[config.mk]
export PLATFORM = sky130hd
export DESIGN_NAME = crs_sequencer
export DESIGN_NICKNAME = d
export VERILOG_FILES = /design/src/verilog/crs_pkg.sv /design/src/verilog/crs_drive_if.sv /design/src/verilog/crs_phase_gen.sv /design/src/verilog/crs_sequencer.sv
export SDC_FILE = /design/constraint.sdc
export NUM_CORES = 1
export LEC_CHECK = 0
export BUFFER_PORTS_ARGS = -buffer_cell sky130_fd_sc_hd__buf_2
export CELL_PAD_IN_SITES_DETAIL_PLACEMENT = 0
export CELL_PAD_IN_SITES_GLOBAL_PLACEMENT = 1
export CORE_MARGIN = 2
export CORE_UTILIZATION = 44
export CTS_CLUSTER_DIAMETER = 60
export DETAILED_ROUTE_END_ITERATION = 16
export PLACE_DENSITY_LB_ADDON = 0.12
export REMOVE_ABC_BUFFERS = 1
export SLEW_MARGIN = 10
export SYNTH_ARGS = -nofsm -noshare
export SYNTH_HDL_FRONTEND = slang
export SYNTH_SLANG_ARGS = --single-unit
[constraint.sdc]
create_clock -name clock -period 4.5 [get_ports clock]
set_input_delay 0.45 -clock clock [delete_from_list [all_inputs] [get_ports clock]]
set_output_delay 0.45 -clock clock [all_outputs]
set_load 0.01 [all_outputs]
[src/verilog/crs_pkg.sv]
// Shared constants and types of the core regulator sequencer.
package crs_pkg;
  localparam int CLK_MHZ = 125;
  localparam int SETTLE_MIN_US = 3000;
  localparam int SETTLE_MAX_US = 12000;
  localparam int BOOT_STEP_US = 200;
  localparam int RUN_STEP_US = 140;
  localparam int PG_DELAY_US = 1000;
  localparam int SETTLE_MIN_CYC = SETTLE_MIN_US * CLK_MHZ;
  localparam int SETTLE_MAX_CYC = SETTLE_MAX_US * CLK_MHZ;
  localparam int BOOT_STEP_CYC = BOOT_STEP_US * CLK_MHZ;
  localparam int RUN_STEP_CYC = RUN_STEP_US * CLK_MHZ;
  localparam int PG_DELAY_CYC = PG_DELAY_US * CLK_MHZ;
  localparam int CNT_W = 24;
  localparam int CODE_W = 6;
  localparam int PWM_PERIOD = 500;
  localparam int PWM_W = 9;
  localparam logic [CODE_W-1:0] REF_START = 6'h3f;
  localparam logic [CODE_W-1:0] CODE_MAX = 6'h3f;
  localparam logic [11:0] ADDR_CTRL = 12'h000;
  localparam logic [11:0] ADDR_STATUS = 12'h004;
  localparam logic [11:0] ADDR_CODES = 12'h008;
  localparam int CTRL_SW_EN = 0;
  localparam int CTRL_FORCE_ONE = 1;
  localparam logic [1:0] CTRL_RESET = 2'h1;
  localparam int ST_POR_OK = 3;
  localparam int ST_UV = 4;
  localparam int ST_FAULT = 5;
  localparam int ST_OV = 6;
  localparam int ST_PG = 7;
  localparam int ST_TWO_CH = 8;
  localparam int ST_DEEP = 9;
  localparam int ST_DEEPER = 10;
  localparam int CODES_TARGET = 8;
  localparam int CODES_VID = 16;
  localparam logic [1:0] RESP_OKAY = 2'h0;
  localparam logic [1:0] RESP_SLVERR = 2'h2;
  typedef enum logic [2:0] {
    CRS_OFF = 3'b000,
    CRS_SOFT = 3'b001,
    CRS_BOOT_WAIT = 3'b010,
    CRS_CAPTURE = 3'b011,
    CRS_RUN = 3'b100,
    CRS_FAULT = 3'b101
  } crs_state_e;
endpackage : crs_pkg

[src/verilog/crs_drive_if.sv]
// Bundle between the sequencer and its two-phase gate-drive generator.
`timescale 1ns/1ps
interface crs_drive_if #(parameter int DUTY_W = 9);
  logic enable;
  logic two_ch;
  logic [DUTY_W-1:0] duty;
  logic [1:0] high_side;
  logic [1:0] low_side;
  logic [1:0] oe_n;
  modport ctrl (output enable, output two_ch, output duty,
    input high_side, input low_side, input oe_n);
  modport gen (input enable, input two_ch, input duty,
    output high_side, output low_side, output oe_n);
endinterface : crs_drive_if

[src/verilog/crs_phase_gen.sv]
// Two-channel gate-drive generator with channels half a period apart.
`timescale 1ns/1ps
module crs_phase_gen #(
  parameter int PERIOD = crs_pkg::PWM_PERIOD,
  parameter int PWM_W = crs_pkg::PWM_W
) (
  input wire logic clock,
  input wire logic nrst,
  crs_drive_if.gen drv
);
  import crs_pkg::*;
  localparam logic [PWM_W-1:0] LAST = PWM_W'(PERIOD - 1);
  localparam logic [PWM_W-1:0] HALF = PWM_W'(PERIOD / 2);
  logic [PWM_W-1:0] cnt_q;
  logic [PWM_W-1:0] cnt2;

  initial
  begin
    if (PERIOD < 4 || PERIOD > (1 << PWM_W))
      $error("crs_phase_gen: PERIOD does not fit PWM_W");
  end

  always_ff @(posedge clock or negedge nrst)
  begin
    if (!nrst)
      cnt_q <= '0;
    else if (!drv.enable || cnt_q == LAST)
      cnt_q <= '0;
    else
      cnt_q <= cnt_q + 1'b1;
  end

  always_comb
  begin
    if (cnt_q >= HALF)
      cnt2 = cnt_q - HALF;
    else
      cnt2 = cnt_q + (LAST - HALF) + 1'b1;
  end

  always_ff @(posedge clock or negedge nrst)
  begin
    if (!nrst)
    begin
      drv.high_side <= 2'h0;
      drv.low_side <= 2'h0;
      drv.oe_n <= 2'h3;
    end
    else
    begin
      drv.high_side[0] <= drv.enable && cnt_q < drv.duty;
      drv.low_side[0] <= drv.enable && !(cnt_q < drv.duty);
      drv.oe_n[0] <= !drv.enable;
      drv.high_side[1] <= drv.enable && drv.two_ch && cnt2 < drv.duty;
      drv.low_side[1] <= drv.enable && drv.two_ch && !(cnt2 < drv.duty);
      drv.oe_n[1] <= !(drv.enable && drv.two_ch);
    end
  end
endmodule : crs_phase_gen

[src/verilog/crs_sequencer.sv]
// Sequencer, protection and AXI4-Lite registers of the core regulator.
//
// The address map and the AXI4-Lite interface to the registers are this design's own decisions.
`timescale 1ns/1ps

// Functional notes
// Gate drives high impedance until supply good.
// Supply falling threshold forces drives to high impedance.
// Enable high after supply good starts soft start.
// Undervoltage or overcurrent latch cleared by enable low.
// Overvoltage latch cleared only by supply reset.
// Start-up regulates to the boot setpoint.
// After companion good, capture code, settle 3-12 ms.
// Power good is input; hold boot until high.
// After start-up pull power good low outside limits.
// Power good asserted after a delay timer.
// Channel select high runs two channels, else one.
// Deep-sleep input low enters deep sleep.
// Deeper-sleep input high enters deeper sleep.
// Target follows mode: deep or deeper setpoint.
// Voltage code is six bits, bit zero lowest.
// Undervoltage set below 84 %, cleared above 85 %.
// Overvoltage flagged above 112 % of setpoint.
// Power good masked while target transitions.
// Two channels switch 180 degrees apart.
// All pin inputs synchronised before use; pwm_duty goes to the generator unsynchronised.
module crs_sequencer #(
  parameter int SETTLE_MIN = crs_pkg::SETTLE_MIN_CYC,
  parameter int SETTLE_MAX = crs_pkg::SETTLE_MAX_CYC,
  parameter int BOOT_STEP = crs_pkg::BOOT_STEP_CYC,
  parameter int RUN_STEP = crs_pkg::RUN_STEP_CYC,
  parameter int PG_DELAY = crs_pkg::PG_DELAY_CYC
) (
  input wire logic clock,
  input wire logic nrst,
  input wire logic supply_above_rising,
  input wire logic supply_below_falling,
  input wire logic system_regulator_on,
  input wire logic channel_count_select,
  input wire logic deep_sleep_enable_n,
  input wire logic deeper_sleep_enable,
  input wire logic [crs_pkg::CODE_W-1:0] voltage_code,
  input wire logic [crs_pkg::CODE_W-1:0] boot_setpoint_input,
  input wire logic [crs_pkg::CODE_W-1:0] deep_sleep_setpoint_input,
  input wire logic [crs_pkg::CODE_W-1:0] deeper_sleep_setpoint_input,
  input wire logic sense_below_uv_fall,
  input wire logic sense_above_uv_rise,
  input wire logic sense_above_ov,
  input wire logic overcurrent_trip,
  input wire logic [crs_pkg::PWM_W-1:0] pwm_duty,
  input wire logic power_good_i,
  output logic power_good_o,
  output logic power_good_oe_n,
  output logic high_side_drive_ch1,
  output logic low_side_drive_ch1,
  output logic drive_oe_n_ch1,
  output logic high_side_drive_ch2,
  output logic low_side_drive_ch2,
  output logic drive_oe_n_ch2,
  output logic [crs_pkg::CODE_W-1:0] reference_code,
  input wire logic [11:0] s_axi_awaddr,
  input wire logic s_axi_awvalid,
  output logic s_axi_awready,
  input wire logic [31:0] s_axi_wdata,
  input wire logic [3:0] s_axi_wstrb,
  input wire logic s_axi_wvalid,
  output logic s_axi_wready,
  output logic [1:0] s_axi_bresp,
  output logic s_axi_bvalid,
  input wire logic s_axi_bready,
  input wire logic [11:0] s_axi_araddr,
  input wire logic s_axi_arvalid,
  output logic s_axi_arready,
  output logic [31:0] s_axi_rdata,
  output logic [1:0] s_axi_rresp,
  output logic s_axi_rvalid,
  input wire logic s_axi_rready
);
  import crs_pkg::*;
  localparam int SYNC_W = 9 + 4 * CODE_W;

  initial
  begin
    if (SETTLE_MIN < 1 || RUN_STEP < 1 || BOOT_STEP < 1 || PG_DELAY < 1 ||
        SETTLE_MIN >= (1 << CNT_W) || PG_DELAY >= (1 << CNT_W) ||
        BOOT_STEP >= (1 << CNT_W) ||
        SETTLE_MIN + int'(CODE_MAX) * RUN_STEP > SETTLE_MAX)
      $error("crs_sequencer: timing parameters out of range");
  end

  logic [SYNC_W-1:0] raw, meta_q, sync_q;
  logic por_rise, por_fall, en, two_sel, deep, deeper, pg_in;
  logic uv_fall, uv_rise, ov_in, oc_in;
  logic [CODE_W-1:0] vid, boot_sp, deep_sp, deeper_sp;

  assign raw = {supply_above_rising, supply_below_falling,
    system_regulator_on, channel_count_select, deep_sleep_enable_n,
    deeper_sleep_enable, power_good_i, sense_above_ov, overcurrent_trip,
    voltage_code, boot_setpoint_input, deep_sleep_setpoint_input,
    deeper_sleep_setpoint_input};

  always_ff @(posedge clock or negedge nrst)
  begin
    if (!nrst)
    begin
      meta_q <= '0;
      sync_q <= '0;
    end
    else
    begin
      meta_q <= raw;
      sync_q <= meta_q;
    end
  end

  logic [1:0] uv_meta_q, uv_sync_q;
  always_ff @(posedge clock or negedge nrst)
  begin
    if (!nrst)
    begin
      uv_meta_q <= 2'h0;
      uv_sync_q <= 2'h0;
    end
    else
    begin
      uv_meta_q <= {sense_below_uv_fall, sense_above_uv_rise};
      uv_sync_q <= uv_meta_q;
    end
  end

  assign {por_rise, por_fall, en, two_sel} = sync_q[SYNC_W-1 -: 4];
  assign deep = !sync_q[SYNC_W-5];
  assign deeper = sync_q[SYNC_W-6];
  assign {pg_in, ov_in, oc_in} = sync_q[SYNC_W-7 -: 3];
  assign vid = sync_q[4*CODE_W-1 -: CODE_W];
  assign boot_sp = sync_q[3*CODE_W-1 -: CODE_W];
  assign deep_sp = sync_q[2*CODE_W-1 -: CODE_W];
  assign deeper_sp = sync_q[CODE_W-1:0];
  assign {uv_fall, uv_rise} = uv_sync_q;

  crs_state_e state_q;
  logic por_ok_q, fault_q, ov_q, uv_q, pg_ok_q;
  logic [1:0] ctrl_q;
  logic [CODE_W-1:0] ref_q, vid_q, target;
  logic [CNT_W-1:0] step_q, wait_q;
  logic step, active, go, moving;

  always_ff @(posedge clock or negedge nrst)
  begin
    if (!nrst)
      por_ok_q <= 1'b0;
    else if (por_fall)
      por_ok_q <= 1'b0;
    else if (por_rise)
      por_ok_q <= 1'b1;
  end

  always_ff @(posedge clock or negedge nrst)
  begin
    if (!nrst)
      uv_q <= 1'b0;
    else if (uv_fall)
      uv_q <= 1'b1;
    else if (uv_rise)
      uv_q <= 1'b0;
  end

  assign active = state_q == CRS_SOFT || state_q == CRS_BOOT_WAIT ||
    state_q == CRS_CAPTURE || state_q == CRS_RUN;
  assign go = por_ok_q && en && ctrl_q[CTRL_SW_EN];

  always_ff @(posedge clock or negedge nrst)
  begin
    if (!nrst)
      fault_q <= 1'b0;
    else if (active && (oc_in || (state_q == CRS_RUN && uv_q)))
      fault_q <= 1'b1;
    else if (!en)
      fault_q <= 1'b0;
  end

  always_ff @(posedge clock or negedge nrst)
  begin
    if (!nrst)
      ov_q <= 1'b0;
    else if (active && ov_in)
      ov_q <= 1'b1;
    else if (!por_ok_q)
      ov_q <= 1'b0;
  end

  always_comb
  begin
    if (state_q != CRS_RUN)
      target = boot_sp;
    else if (deeper)
      target = deeper_sp;
    else if (deep)
      target = deep_sp;
    else
      target = vid_q;
  end
  assign moving = ref_q != target;

  always_ff @(posedge clock or negedge nrst)
  begin
    if (!nrst)
      step_q <= '0;
    else if (step || !active)
      step_q <= '0;
    else
      step_q <= step_q + 1'b1;
  end
  assign step = state_q == CRS_SOFT ? step_q == CNT_W'(BOOT_STEP - 1)
    : step_q == CNT_W'(RUN_STEP - 1);

  always_ff @(posedge clock or negedge nrst)
  begin
    if (!nrst)
      ref_q <= REF_START;
    else if (state_q == CRS_OFF)
      ref_q <= REF_START;
    else if (active && step && moving && state_q != CRS_BOOT_WAIT)
      ref_q <= ref_q < target ? ref_q + 1'b1 : ref_q - 1'b1;
  end

  always_ff @(posedge clock or negedge nrst)
  begin
    if (!nrst)
      vid_q <= '0;
    else if (state_q == CRS_RUN || wait_q == CNT_W'(SETTLE_MIN - 1))
      vid_q <= vid;
  end

  always_ff @(posedge clock or negedge nrst)
  begin
    if (!nrst)
      state_q <= CRS_OFF;
    else if (!por_ok_q)
      state_q <= CRS_OFF;
    else if (active && (ov_in || oc_in || (state_q == CRS_RUN && uv_q)))
      state_q <= CRS_FAULT;
    else if (active && !go)
      state_q <= CRS_OFF;
    else
    begin
      case (state_q)
        CRS_OFF:
          if (go && !fault_q && !ov_q)
            state_q <= CRS_SOFT;
        CRS_SOFT:
          if (!moving)
            state_q <= CRS_BOOT_WAIT;
        CRS_BOOT_WAIT:
          if (pg_in && !uv_q)
            state_q <= CRS_CAPTURE;
        CRS_CAPTURE:
          if (wait_q == CNT_W'(SETTLE_MIN - 1))
            state_q <= CRS_RUN;
        CRS_RUN:
          state_q <= CRS_RUN;
        CRS_FAULT:
          if (!en && !ov_q)
            state_q <= CRS_OFF;
        default:
          state_q <= CRS_OFF;
      endcase
    end
  end

  always_ff @(posedge clock or negedge nrst)
  begin
    if (!nrst)
      wait_q <= '0;
    else if ((state_q == CRS_CAPTURE && wait_q != CNT_W'(SETTLE_MIN - 1)) ||
        (state_q == CRS_RUN && !moving && !uv_q && !ov_in && !pg_ok_q))
      wait_q <= wait_q + 1'b1;
    else
      wait_q <= '0;
  end

  always_ff @(posedge clock or negedge nrst)
  begin
    if (!nrst)
      pg_ok_q <= 1'b0;
    else if (state_q != CRS_RUN)
      pg_ok_q <= 1'b0;
    else if (moving)
      pg_ok_q <= pg_ok_q;
    else if (uv_q || ov_in)
      pg_ok_q <= 1'b0;
    else if (wait_q == CNT_W'(PG_DELAY - 1))
      pg_ok_q <= 1'b1;
  end

  always_ff @(posedge clock or negedge nrst)
  begin
    if (!nrst)
    begin
      power_good_o <= 1'b0;
      power_good_oe_n <= 1'b1;
      reference_code <= REF_START;
    end
    else
    begin
      power_good_o <= 1'b0;
      power_good_oe_n <= !((state_q == CRS_RUN || state_q == CRS_FAULT) &&
        !pg_ok_q);
      reference_code <= ref_q;
    end
  end

  crs_drive_if #(.DUTY_W(PWM_W)) drv ();
  assign drv.enable = active && por_ok_q;
  assign drv.two_ch = two_sel && !ctrl_q[CTRL_FORCE_ONE];
  assign drv.duty = pwm_duty;

  crs_phase_gen #(.PERIOD(PWM_PERIOD), .PWM_W(PWM_W)) u_gen (
    .clock(clock),
    .nrst(nrst),
    .drv(drv.gen)
  );
  assign high_side_drive_ch1 = drv.high_side[0];
  assign low_side_drive_ch1 = drv.low_side[0];
  assign drive_oe_n_ch1 = drv.oe_n[0];
  assign high_side_drive_ch2 = drv.high_side[1];
  assign low_side_drive_ch2 = drv.low_side[1];
  assign drive_oe_n_ch2 = drv.oe_n[1];

  logic aw_full_q, w_full_q;
  logic [11:0] awaddr_q;
  logic [31:0] wdata_q;
  logic [3:0] wstrb_q;
  logic do_write;
  assign do_write = aw_full_q && w_full_q && !s_axi_bvalid;

  always_ff @(posedge clock or negedge nrst)
  begin
    if (!nrst)
    begin
      aw_full_q <= 1'b0;
      w_full_q <= 1'b0;
      s_axi_awready <= 1'b1;
      s_axi_wready <= 1'b1;
      awaddr_q <= '0;
      wdata_q <= '0;
      wstrb_q <= '0;
      s_axi_bvalid <= 1'b0;
      s_axi_bresp <= RESP_OKAY;
      ctrl_q <= CTRL_RESET;
    end
    else
    begin
      if (s_axi_awvalid && s_axi_awready)
      begin
        aw_full_q <= 1'b1;
        s_axi_awready <= 1'b0;
        awaddr_q <= s_axi_awaddr;
      end
      if (s_axi_wvalid && s_axi_wready)
      begin
        w_full_q <= 1'b1;
        s_axi_wready <= 1'b0;
        wdata_q <= s_axi_wdata;
        wstrb_q <= s_axi_wstrb;
      end
      if (do_write)
      begin
        aw_full_q <= 1'b0;
        w_full_q <= 1'b0;
        s_axi_awready <= 1'b1;
        s_axi_wready <= 1'b1;
        s_axi_bvalid <= 1'b1;
        s_axi_bresp <= RESP_OKAY;
        if (awaddr_q[11:2] == ADDR_CTRL[11:2])
        begin
          if (wstrb_q[0])
            ctrl_q <= wdata_q[1:0];
        end
        else if (awaddr_q[11:2] != ADDR_STATUS[11:2] &&
            awaddr_q[11:2] != ADDR_CODES[11:2])
          s_axi_bresp <= RESP_SLVERR;
      end
      else if (s_axi_bvalid && s_axi_bready)
        s_axi_bvalid <= 1'b0;
    end
  end

  logic [31:0] status;
  always_comb
  begin
    status = '0;
    status[2:0] = state_q;
    status[ST_POR_OK] = por_ok_q;
    status[ST_UV] = uv_q;
    status[ST_FAULT] = fault_q;
    status[ST_OV] = ov_q;
    status[ST_PG] = pg_ok_q;
    status[ST_TWO_CH] = drv.two_ch;
    status[ST_DEEP] = deep;
    status[ST_DEEPER] = deeper;
  end

  always_ff @(posedge clock or negedge nrst)
  begin
    if (!nrst)
    begin
      s_axi_arready <= 1'b1;
      s_axi_rvalid <= 1'b0;
      s_axi_rdata <= '0;
      s_axi_rresp <= RESP_OKAY;
    end
    else if (s_axi_arvalid && s_axi_arready)
    begin
      s_axi_arready <= 1'b0;
      s_axi_rvalid <= 1'b1;
      s_axi_rresp <= RESP_OKAY;
      s_axi_rdata <= '0;
      if (s_axi_araddr[11:2] == ADDR_CTRL[11:2])
        s_axi_rdata[1:0] <= ctrl_q;
      else if (s_axi_araddr[11:2] == ADDR_STATUS[11:2])
        s_axi_rdata <= status;
      else if (s_axi_araddr[11:2] == ADDR_CODES[11:2])
        s_axi_rdata <= {8'h00, 2'h0, vid_q, 2'h0, target, 2'h0, ref_q};
      else
        s_axi_rresp <= RESP_SLVERR;
    end
    else if (s_axi_rvalid && s_axi_rready)
    begin
      s_axi_rvalid <= 1'b0;
      s_axi_arready <= 1'b1;
    end
  end
endmodule : crs_sequencer

==> impl_summary.txt, run 1 <==
----------------------------------------------------
[GRT]
  Largest net degree at the start of global routing ... 107
  GRT Overall Usage ... 18.0%
  Antenna violations before repair ... 0
  Overflow after GRT ... 0
  Global-route wire length before repair ... 32000 µm
  Vias in the first global route ... 6352

[CTS]
  Clock input transition at the sequential cells of the worst setup and hold paths ... 60 ps
  Setup fix buffers added after clock tree synthesis ... 0
  Clock Tree Buf Depth ... 3
  CTS root buffer ... sky130_fd_sc_hd__clkbuf_16
  H-Tree Depth ... 1
  TritonCTS clock tree ... done
  Post-cts hold buffer count ... 0
  CTS resizes ... 0
  Number of buffers added by the clock tree synthesis step ... 23
  Clock tree sinks ... 204
  Clock latency on the worst-skew pair ... 520 ps

[Run status]
  Run status ... completed

[Placed design]
  Count of input and output buffers ... 113
  Final estimated routing congestion in global placement ... 0.903
  Placed instance area ... 0.00976 mm²
  Post-DP HPWL ... 13300 µm
  Number of placed instances, taps included ... 1174

[Logic synthesis]
  Yosys cell types ... 63
  Flip-flop and latch count after synthesis ... 204
  EDFF count, synth ... 0
  Syn Inst Count ... 808
  Share of synthesized registers carrying an async set or reset ... 100%
  Commonest register cell after synthesis ... sky130_fd_sc_hd__dfrtp_1
  Total number of yosys warnings ... 0
  Sequential area share after synthesis ... 57.2%
  Syn_area_per_cell ... 11.1 µm²
  Cell area after synthesis ... 0.00896 mm²

[STA]
  Endpoints failing hold ... 0
  Count of final max-slew check failures ... 0
  Post-route minimum period ... 4100 ps
  Period utilisation layout ... 91.1%
  Unrepaired setup endpoints after global routing ... no
  Maximum clock rate ... 244 MHz
  Post-Route Hold Slack ... 7.32 ps
  Worst clock skew ... 13.1 ps
  Setup TNS ... 0 ps
  Slew at the pin closest to its max-slew limit ... 963 ps
  Worst slew margin relative to its limit ... 35.3%
  Setup violation total in the final timing report ... 0

[Power and ir drop]
  Switching power ... 1.19 mW
  Combinational power share ... 11.7%
  Cell internal pwr ... 3.45 mW
  Clock share of power ... 41.9%
  Static Leak ... 4.77 nW
  Sequential share of power ... 46.4%
  Net Sw Frac ... 25.7%
  Worst supply voltage drop on vdd ... 0.000259 V
  Power per cell area ... 439 mW/mm²

[Setup path]
  Worst Setup Path Type ... reg2reg
  Number of buffer and inverter instances along the worst setup path ... 1
  Cell type group with the largest total delay on the critical path ... compound AO/OA/AOI/OAI gates
  Crit path top cell by count ... sky130_fd_sc_hd__a21oi_1
  Crit path largest cell delay ... 690 ps
  Crit Path Max Fanout ... 17
  Critical Path, Cell by Cell ... or3b_2 > a21oi_1 > ha_1 > a21oi_1 > nand2_1 > a211oi_1 > inv_1 > ha_1 > a211oi_1 > o21bai_1 > a21oi_1 > xor2_1 > and3_2 > o21ai_1
  Required @ worst endpoint ... 4950 ps
  Worst path slowest cell ... sky130_fd_sc_hd__or3b_2
  Crit start category ... flip-flop
  Type of destination of the critical path ... flip-flop
  Arrival time of data at the critical path endpoint ... 4550 ps

[Die]
  Die height ... 147 µm
  Die ar. ... 0.0215 mm²
  Horizontal die dimension ... 147 µm
  Top-Level Pins ... 166
  Effective utilization at floorplan ... 44.6%
  Core Area ... 0.0201 mm²
  Core Rows ... 52

[Detailed routing]
  Wire length per cell ... 15.5 µm
  Number of remaining DRC errors ... 0
  Total wire length ... 18800 µm
  Routed vias ... 6212
  Mean number of vias per cell ... 5.11
  Count of routing violations after the opening detailed-route iteration ... 344
  Number of detailed-route iterations in the first pass ... 5
  Number of routed nets with antenna violations ... 0

[Cells and area]
  Area added between synthesis and finish ... 17.9%
  Number of fillers in the final layout ... 1790
  Layout Cell Area excl Fill ... 0.0106 mm²
  Non-filler cells, final ... 1216
  Final net count ... 1073
  Fraction of layout instances using a drive strength above 1 ... 22.4%
  Antenna fix cells ... 0

[Flow run]
  Number of maximum-capacitance violations ... 0

[Min path]
  Worst min-delay path class ... in2async

----------------------------------------------------
## power groups by stage
stage | Sequential [mW] | Clock [mW] | Combinational [mW]
CTS | 2.15 | 2.00 | 0.552
global placement | 2.18 | 0 | 0.527
detailed placement | 2.19 | 0 | 0.550
floorplan | 2.17 | 0 | 0.338
global route | 2.18 | 2.08 | 0.611
finish | 2.15 | 1.95 | 0.543
## Yosys cell counts, drive strengths merged (18+ instances only)
cell	instances	share of area, %
dfstp	19	5.6
dfrtp	185	52
nand2	60	2.5
nor2	101	4.2
o21ai	33	1.8
mux2	22	2.8
xnor2	30	2.9
xor2	29	2.8
clkbuf	18	0.75
inv	34	1.4
nand3	29	1.6
ha	32	4.5
a21oi	40	2.2
## worst paths after layout
kind / startpoint / endpoint / slack [ps] / cells after the start
min in group clock: channel_count_select / meta_q[29] / 30 / 1
min: nrst / step_q[11] / 7 / 1
max: state_q[2] / ref_q[5] / 400 / 14
max in group asynchronous: nrst / sync_q[11] / 3490 / 2
min reg2reg: meta_q[3] / sync_q[3] / 350 / 0
max reg2reg: state_q[2] / ref_q[5] / 400 / 14
## placed cells by master (no fill, tap or decap), types with 4 or more instances in the layout
| cell type | count |
|---|---|
| sky130_fd_sc_hd__clkbuf_8 | 8 |
| sky130_fd_sc_hd__nand3_1 | 29 |
| sky130_fd_sc_hd__ha_1 | 32 |
| sky130_fd_sc_hd__o22ai_1 | 8 |
| sky130_fd_sc_hd__and3_1 | 9 |
| sky130_fd_sc_hd__conb_1 | 15 |
| sky130_fd_sc_hd__nand2_1 | 60 |
| sky130_fd_sc_hd__xnor2_1 | 30 |
| sky130_fd_sc_hd__dfrtp_1 | 185 |
| sky130_fd_sc_hd__nor3_1 | 11 |
| sky130_fd_sc_hd__nand4_1 | 17 |
| sky130_fd_sc_hd__o31ai_1 | 5 |
| sky130_fd_sc_hd__buf_4 | 4 |
| sky130_fd_sc_hd__a21oi_1 | 40 |
| sky130_fd_sc_hd__dfstp_2 | 19 |
| sky130_fd_sc_hd__a22o_1 | 7 |
| sky130_fd_sc_hd__a211oi_1 | 6 |
| sky130_fd_sc_hd__xor2_1 | 29 |
| sky130_fd_sc_hd__and2_1 | 5 |
| sky130_fd_sc_hd__nor2_1 | 101 |
| sky130_fd_sc_hd__mux2_2 | 22 |
| sky130_fd_sc_hd__o21ai_0 | 32 |
| sky130_fd_sc_hd__nor3b_1 | 4 |
| sky130_fd_sc_hd__a21o_1 | 7 |
| sky130_fd_sc_hd__buf_2 | 112 |
| sky130_fd_sc_hd__nor4_1 | 11 |
| sky130_fd_sc_hd__or3_1 | 5 |
| sky130_fd_sc_hd__mux2i_1 | 16 |
| sky130_fd_sc_hd__clkbuf_16 | 23 |
| sky130_fd_sc_hd__inv_1 | 34 |
## per-stage QoR
stage | power (mW) | worst slack (ps) | utilization [%]
floorplan | 2.50 | 970 | -
global placement | 2.71 | 601 | 48.5
detailed placement | 2.74 | 441 | 48.5
CTS | 4.71 | 417 | 52.6
global route | 4.87 | 145 | 52.6
finish | 4.64 | 401 | 52.6
## flip-flops by register name, indices dropped and copies added (netlist names), 3 cells and up
| signal | cells |
|---|---|
| u_gen.cnt_q | 9 |
| sync_q | 33 |
| wait_q | 24 |
| step_q | 24 |
| ref_q | 6 |
| meta_q | 33 |
| s_axi_rdata | 20 |
| awaddr_q | 10 |
| reference_code | 6 |
| vid_q | 6 |
| state_q | 3 |
## routing by layer
metal / vias to the layer above / track usage, % / wire, µm
met1: 3013 / 24.8 / 8520
met4: 0 / 4.95 / 326
li1: 3007 / - / -
met5: - / 0 / 0
met3: 24 / 4.38 / 1320
met2: 168 / 28.8 / 8670
## cells by family (layout without fill, tap and decap cells)
family                   after synthesis  count (layout)  synth area share [%]
multiplexers                          38              38                  4.55
AND/OR/NAND/NOR                      283             283                  15.5
adder cells (fa/ha/maj)               33              33                  4.69
AO/OA/AOI/OAI                        121             121                  8.56
XOR/XNOR                              59              59                  5.77
flip-flops                           204             204                  57.2
buffers and inverters                 69             193                  3.62
other                                  1              15                0.0418
## cell type report
class	count	area (µm²)	area share, %
clock buffer	32	679	6.43
clock inverter	10	128	1.21
inverter	34	128	1.21
multi-input combinational	549	3560	33.7
sequential	204	5130	48.5
tap	270	338	3.20
timing repair buffer	117	604	5.72
Power figures use the tool's default switching activity.
==> run 2, diff against run 1 <==
--- a/config.mk
+++ b/config.mk
@@ -8,7 +8,6 @@
 export BUFFER_PORTS_ARGS = -buffer_cell sky130_fd_sc_hd__buf_2
 export CELL_PAD_IN_SITES_DETAIL_PLACEMENT = 0
 export CELL_PAD_IN_SITES_GLOBAL_PLACEMENT = 1
-export CORE_MARGIN = 2
 export CORE_UTILIZATION = 44
 export CTS_CLUSTER_DIAMETER = 60
 export DETAILED_ROUTE_END_ITERATION = 16
==> run 2 against run 1 <==
Routed wire length fell by 1.5%. Critical path depth did not move. Count of clock-buffer cells in the layout fell by 6. Sequential power barely moved. Clock power barely moved. Hold slack barely moved. Sequential cell count did not move. Register-to-register slack barely moved. Setup slack got worse by 5.0 ps. Non-clock buffer count fell by 2. Fmax fell by 0.12%.
==> impl_summary.txt, run 2 (same netlist as run 1, synthesis figures left out) <==
----------------------------------------------------
[Setup path]
  Number of buffer and inverter instances along the worst setup path ... 1
  Type of destination of the critical path ... flip-flop
  Worst Setup Path Type ... reg2reg
  Cell type group with the largest total delay on the critical path ... compound AO/OA/AOI/OAI gates
  Critical Path, Cell by Cell ... or3b_2 > a21oi_1 > ha_1 > a21oi_1 > nand2_1 > a211oi_1 > inv_1 > ha_1 > a211oi_1 > o21bai_1 > a21oi_1 > xor2_1 > and3_2 > o21ai_1
  Crit path largest cell delay ... 690 ps
  Arrival time of data at the critical path endpoint ... 4540 ps
  Worst reg2reg path startpoint ... state_q[2]
  Required @ worst endpoint ... 4930 ps
  Worst setup path start ... state_q[2]
  Crit Path Max Fanout ... 17
  Crit start category ... flip-flop
  Worst path slowest cell ... sky130_fd_sc_hd__or3b_2
  Crit path top cell by count ... sky130_fd_sc_hd__a21oi_1

[GRT]
  Largest net degree at the start of global routing ... 119
  Antenna violations before repair ... 0
  Vias in the first global route ... 6187
  GRT Overall Usage ... 18.7%
  Global-route wire length before repair ... 31000 µm
  Overflow after GRT ... 0

[STA]
  Worst slew margin relative to its limit ... 35.1%
  Setup violation total in the final timing report ... 0
  Worst clock skew ... 20.7 ps
  Slew at the pin closest to its max-slew limit ... 966 ps
  Post-route minimum period ... 4100 ps
  Unrepaired setup endpoints after global routing ... no
  Setup TNS ... 0 ps
  Period utilisation layout ... 91.2%
  Post-Route Hold Slack ... 7.37 ps
  Maximum clock rate ... 244 MHz
  Worst path setup slack after routing ... 396 ps
  Count of final max-slew check failures ... 0
  Endpoints failing hold ... 0

[Detailed routing]
  Count of routing violations after the opening detailed-route iteration ... 275
  Number of routed nets with antenna violations ... 0
  Mean number of vias per cell ... 5.11
  Number of detailed-route iterations in the first pass ... 4
  Wire length per cell ... 15.4 µm
  Number of remaining DRC errors ... 0
  Routed vias ... 6176
  Total wire length ... 18600 µm

[CTS]
  Post-cts hold buffer count ... 0
  Clock tree sinks ... 204
  Clock Tree Buf Depth ... 3
  Clock input transition at the sequential cells of the worst setup and hold paths ... 60 ps
  H-Tree Depth ... 1
  Clock latency on the worst-skew pair ... 520 ps
  Setup fix buffers added after clock tree synthesis ... 0
  TritonCTS clock tree ... done
  CTS resizes ... 0
  Number of buffers added by the clock tree synthesis step ... 23
  CTS root buffer ... sky130_fd_sc_hd__clkbuf_16

[Cells and area]
  Leading cell type in the layout, fill and taps excluded ... sky130_fd_sc_hd__dfrtp_1
  Largest registers ... meta_q x33, sync_q x33
  Fraction of layout instances using a drive strength above 1 ... 22.2%
  Area added between synthesis and finish ... 17.7%
  Leading cell types in the layout, fill and taps excluded ... 185 x sky130_fd_sc_hd__dfrtp_1, 112 x sky130_fd_sc_hd__buf_2, 101 x sky130_fd_sc_hd__nor2_1
  Final net count ... 1071
  Antenna fix cells ... 0
  Non-filler cells, final ... 1209

[Power and ir drop]
  Power per cell area ... 439 mW/mm²
  Worst supply voltage drop on vdd ... 0.000353 V
  Static Leak ... 4.75 nW
  Total design power ... 4.63 mW

[Placed design]
  Worst slack after detailed placement ... 452 ps
  Count of input and output buffers ... 113
  Final estimated routing congestion in global placement ... 0.874
  Number of placed instances, taps included ... 1167
  Post-DP HPWL ... 13200 µm

[Die]
  Die ar. ... 0.0209 mm²
  Die height ... 145 µm
  Effective utilization at floorplan ... 45.4%
  Core Area ... 0.0197 mm²
  Horizontal die dimension ... 145 µm
  Core Rows ... 51
  Top-Level Pins ... 166

[Flow run]
  Number of maximum-capacitance violations ... 0

[Run status]
  Run status ... completed

[Min path]
  Worst min-delay path class ... in2async

----------------------------------------------------
run 2: changes by cell type in the layout (fill, tap and decap cells not counted):
cell | previous run | this run
sky130_fd_sc_hd__bufinv_16 | 2 | 3
sky130_fd_sc_hd__inv_6 | 1 | 0
sky130_fd_sc_hd__buf_4 | 4 | 1
sky130_fd_sc_hd__clkinv_4 | 1 | 2
sky130_fd_sc_hd__clkbuf_8 | 8 | 2
sky130_fd_sc_hd__buf_12 | 0 | 1
sky130_fd_sc_hd__clkinvlp_4 | 2 | 5
sky130_fd_sc_hd__inv_8 | 0 | 2
run 2: cell type report:
class	instances	area (µm²)
fill	1731	9170
sequential	204	5130
multi-input combinational	549	3560
timing repair buffer	115	602
clock buffer	26	597
tap	265	332
clock inverter	16	203
inverter	34	128
run 2: final timing paths:
check,to,slack [ps],cells after the start
worst max-delay path,ref_q[5],400,14
worst min-delay path,step_q[9],7,1
worst max register to register,ref_q[5],400,14
worst min register to register,sync_q[27],340,0
max in group asynchronous,s_axi_awready,3530,2
min in group clock,meta_q[23],30,1
run 2: worst register-to-register path, stage by stage (launching register included):
cell,delay [ps]
sky130_fd_sc_hd__dfrtp_1,550
sky130_fd_sc_hd__or3b_2,700
sky130_fd_sc_hd__a21oi_1,300
sky130_fd_sc_hd__ha_1,300
sky130_fd_sc_hd__a21oi_1,160
sky130_fd_sc_hd__nand2_1,70
sky130_fd_sc_hd__a211oi_1,400
sky130_fd_sc_hd__inv_1,200
sky130_fd_sc_hd__ha_1,340
sky130_fd_sc_hd__a211oi_1,270
sky130_fd_sc_hd__o21bai_1,110
sky130_fd_sc_hd__a21oi_1,170
sky130_fd_sc_hd__xor2_1,190
sky130_fd_sc_hd__and3_2,200
sky130_fd_sc_hd__o21ai_1,50
run 2: stage by stage:
stage          util [%]  cell area, µm²
2_1_floorplan         -            8820
6_report           53.5           10600
5_1_grt            53.5           10600
3_5_place_dp       49.5            9750
4_1_cts            53.5           10600
3_3_place_gp       49.5            9750
run 2: per-layer routing:
metal | GRT usage [%] | vias up | wire length (µm)
met2 | 30.2 | 155 | 8650
li1 | - | 2999 | -
met4 | 4.99 | 0 | 391
met1 | 25.2 | 2995 | 8460
met3 | 4.48 | 27 | 1070
met5 | 0 | - | 0
run 2: power breakdown:
group	leakage (nW)	switching (mW)	internal, mW
Combinational	1.82	0.300	0.241
Sequential	2.56	0.127	2.03
Clock	0.378	0.783	1.15
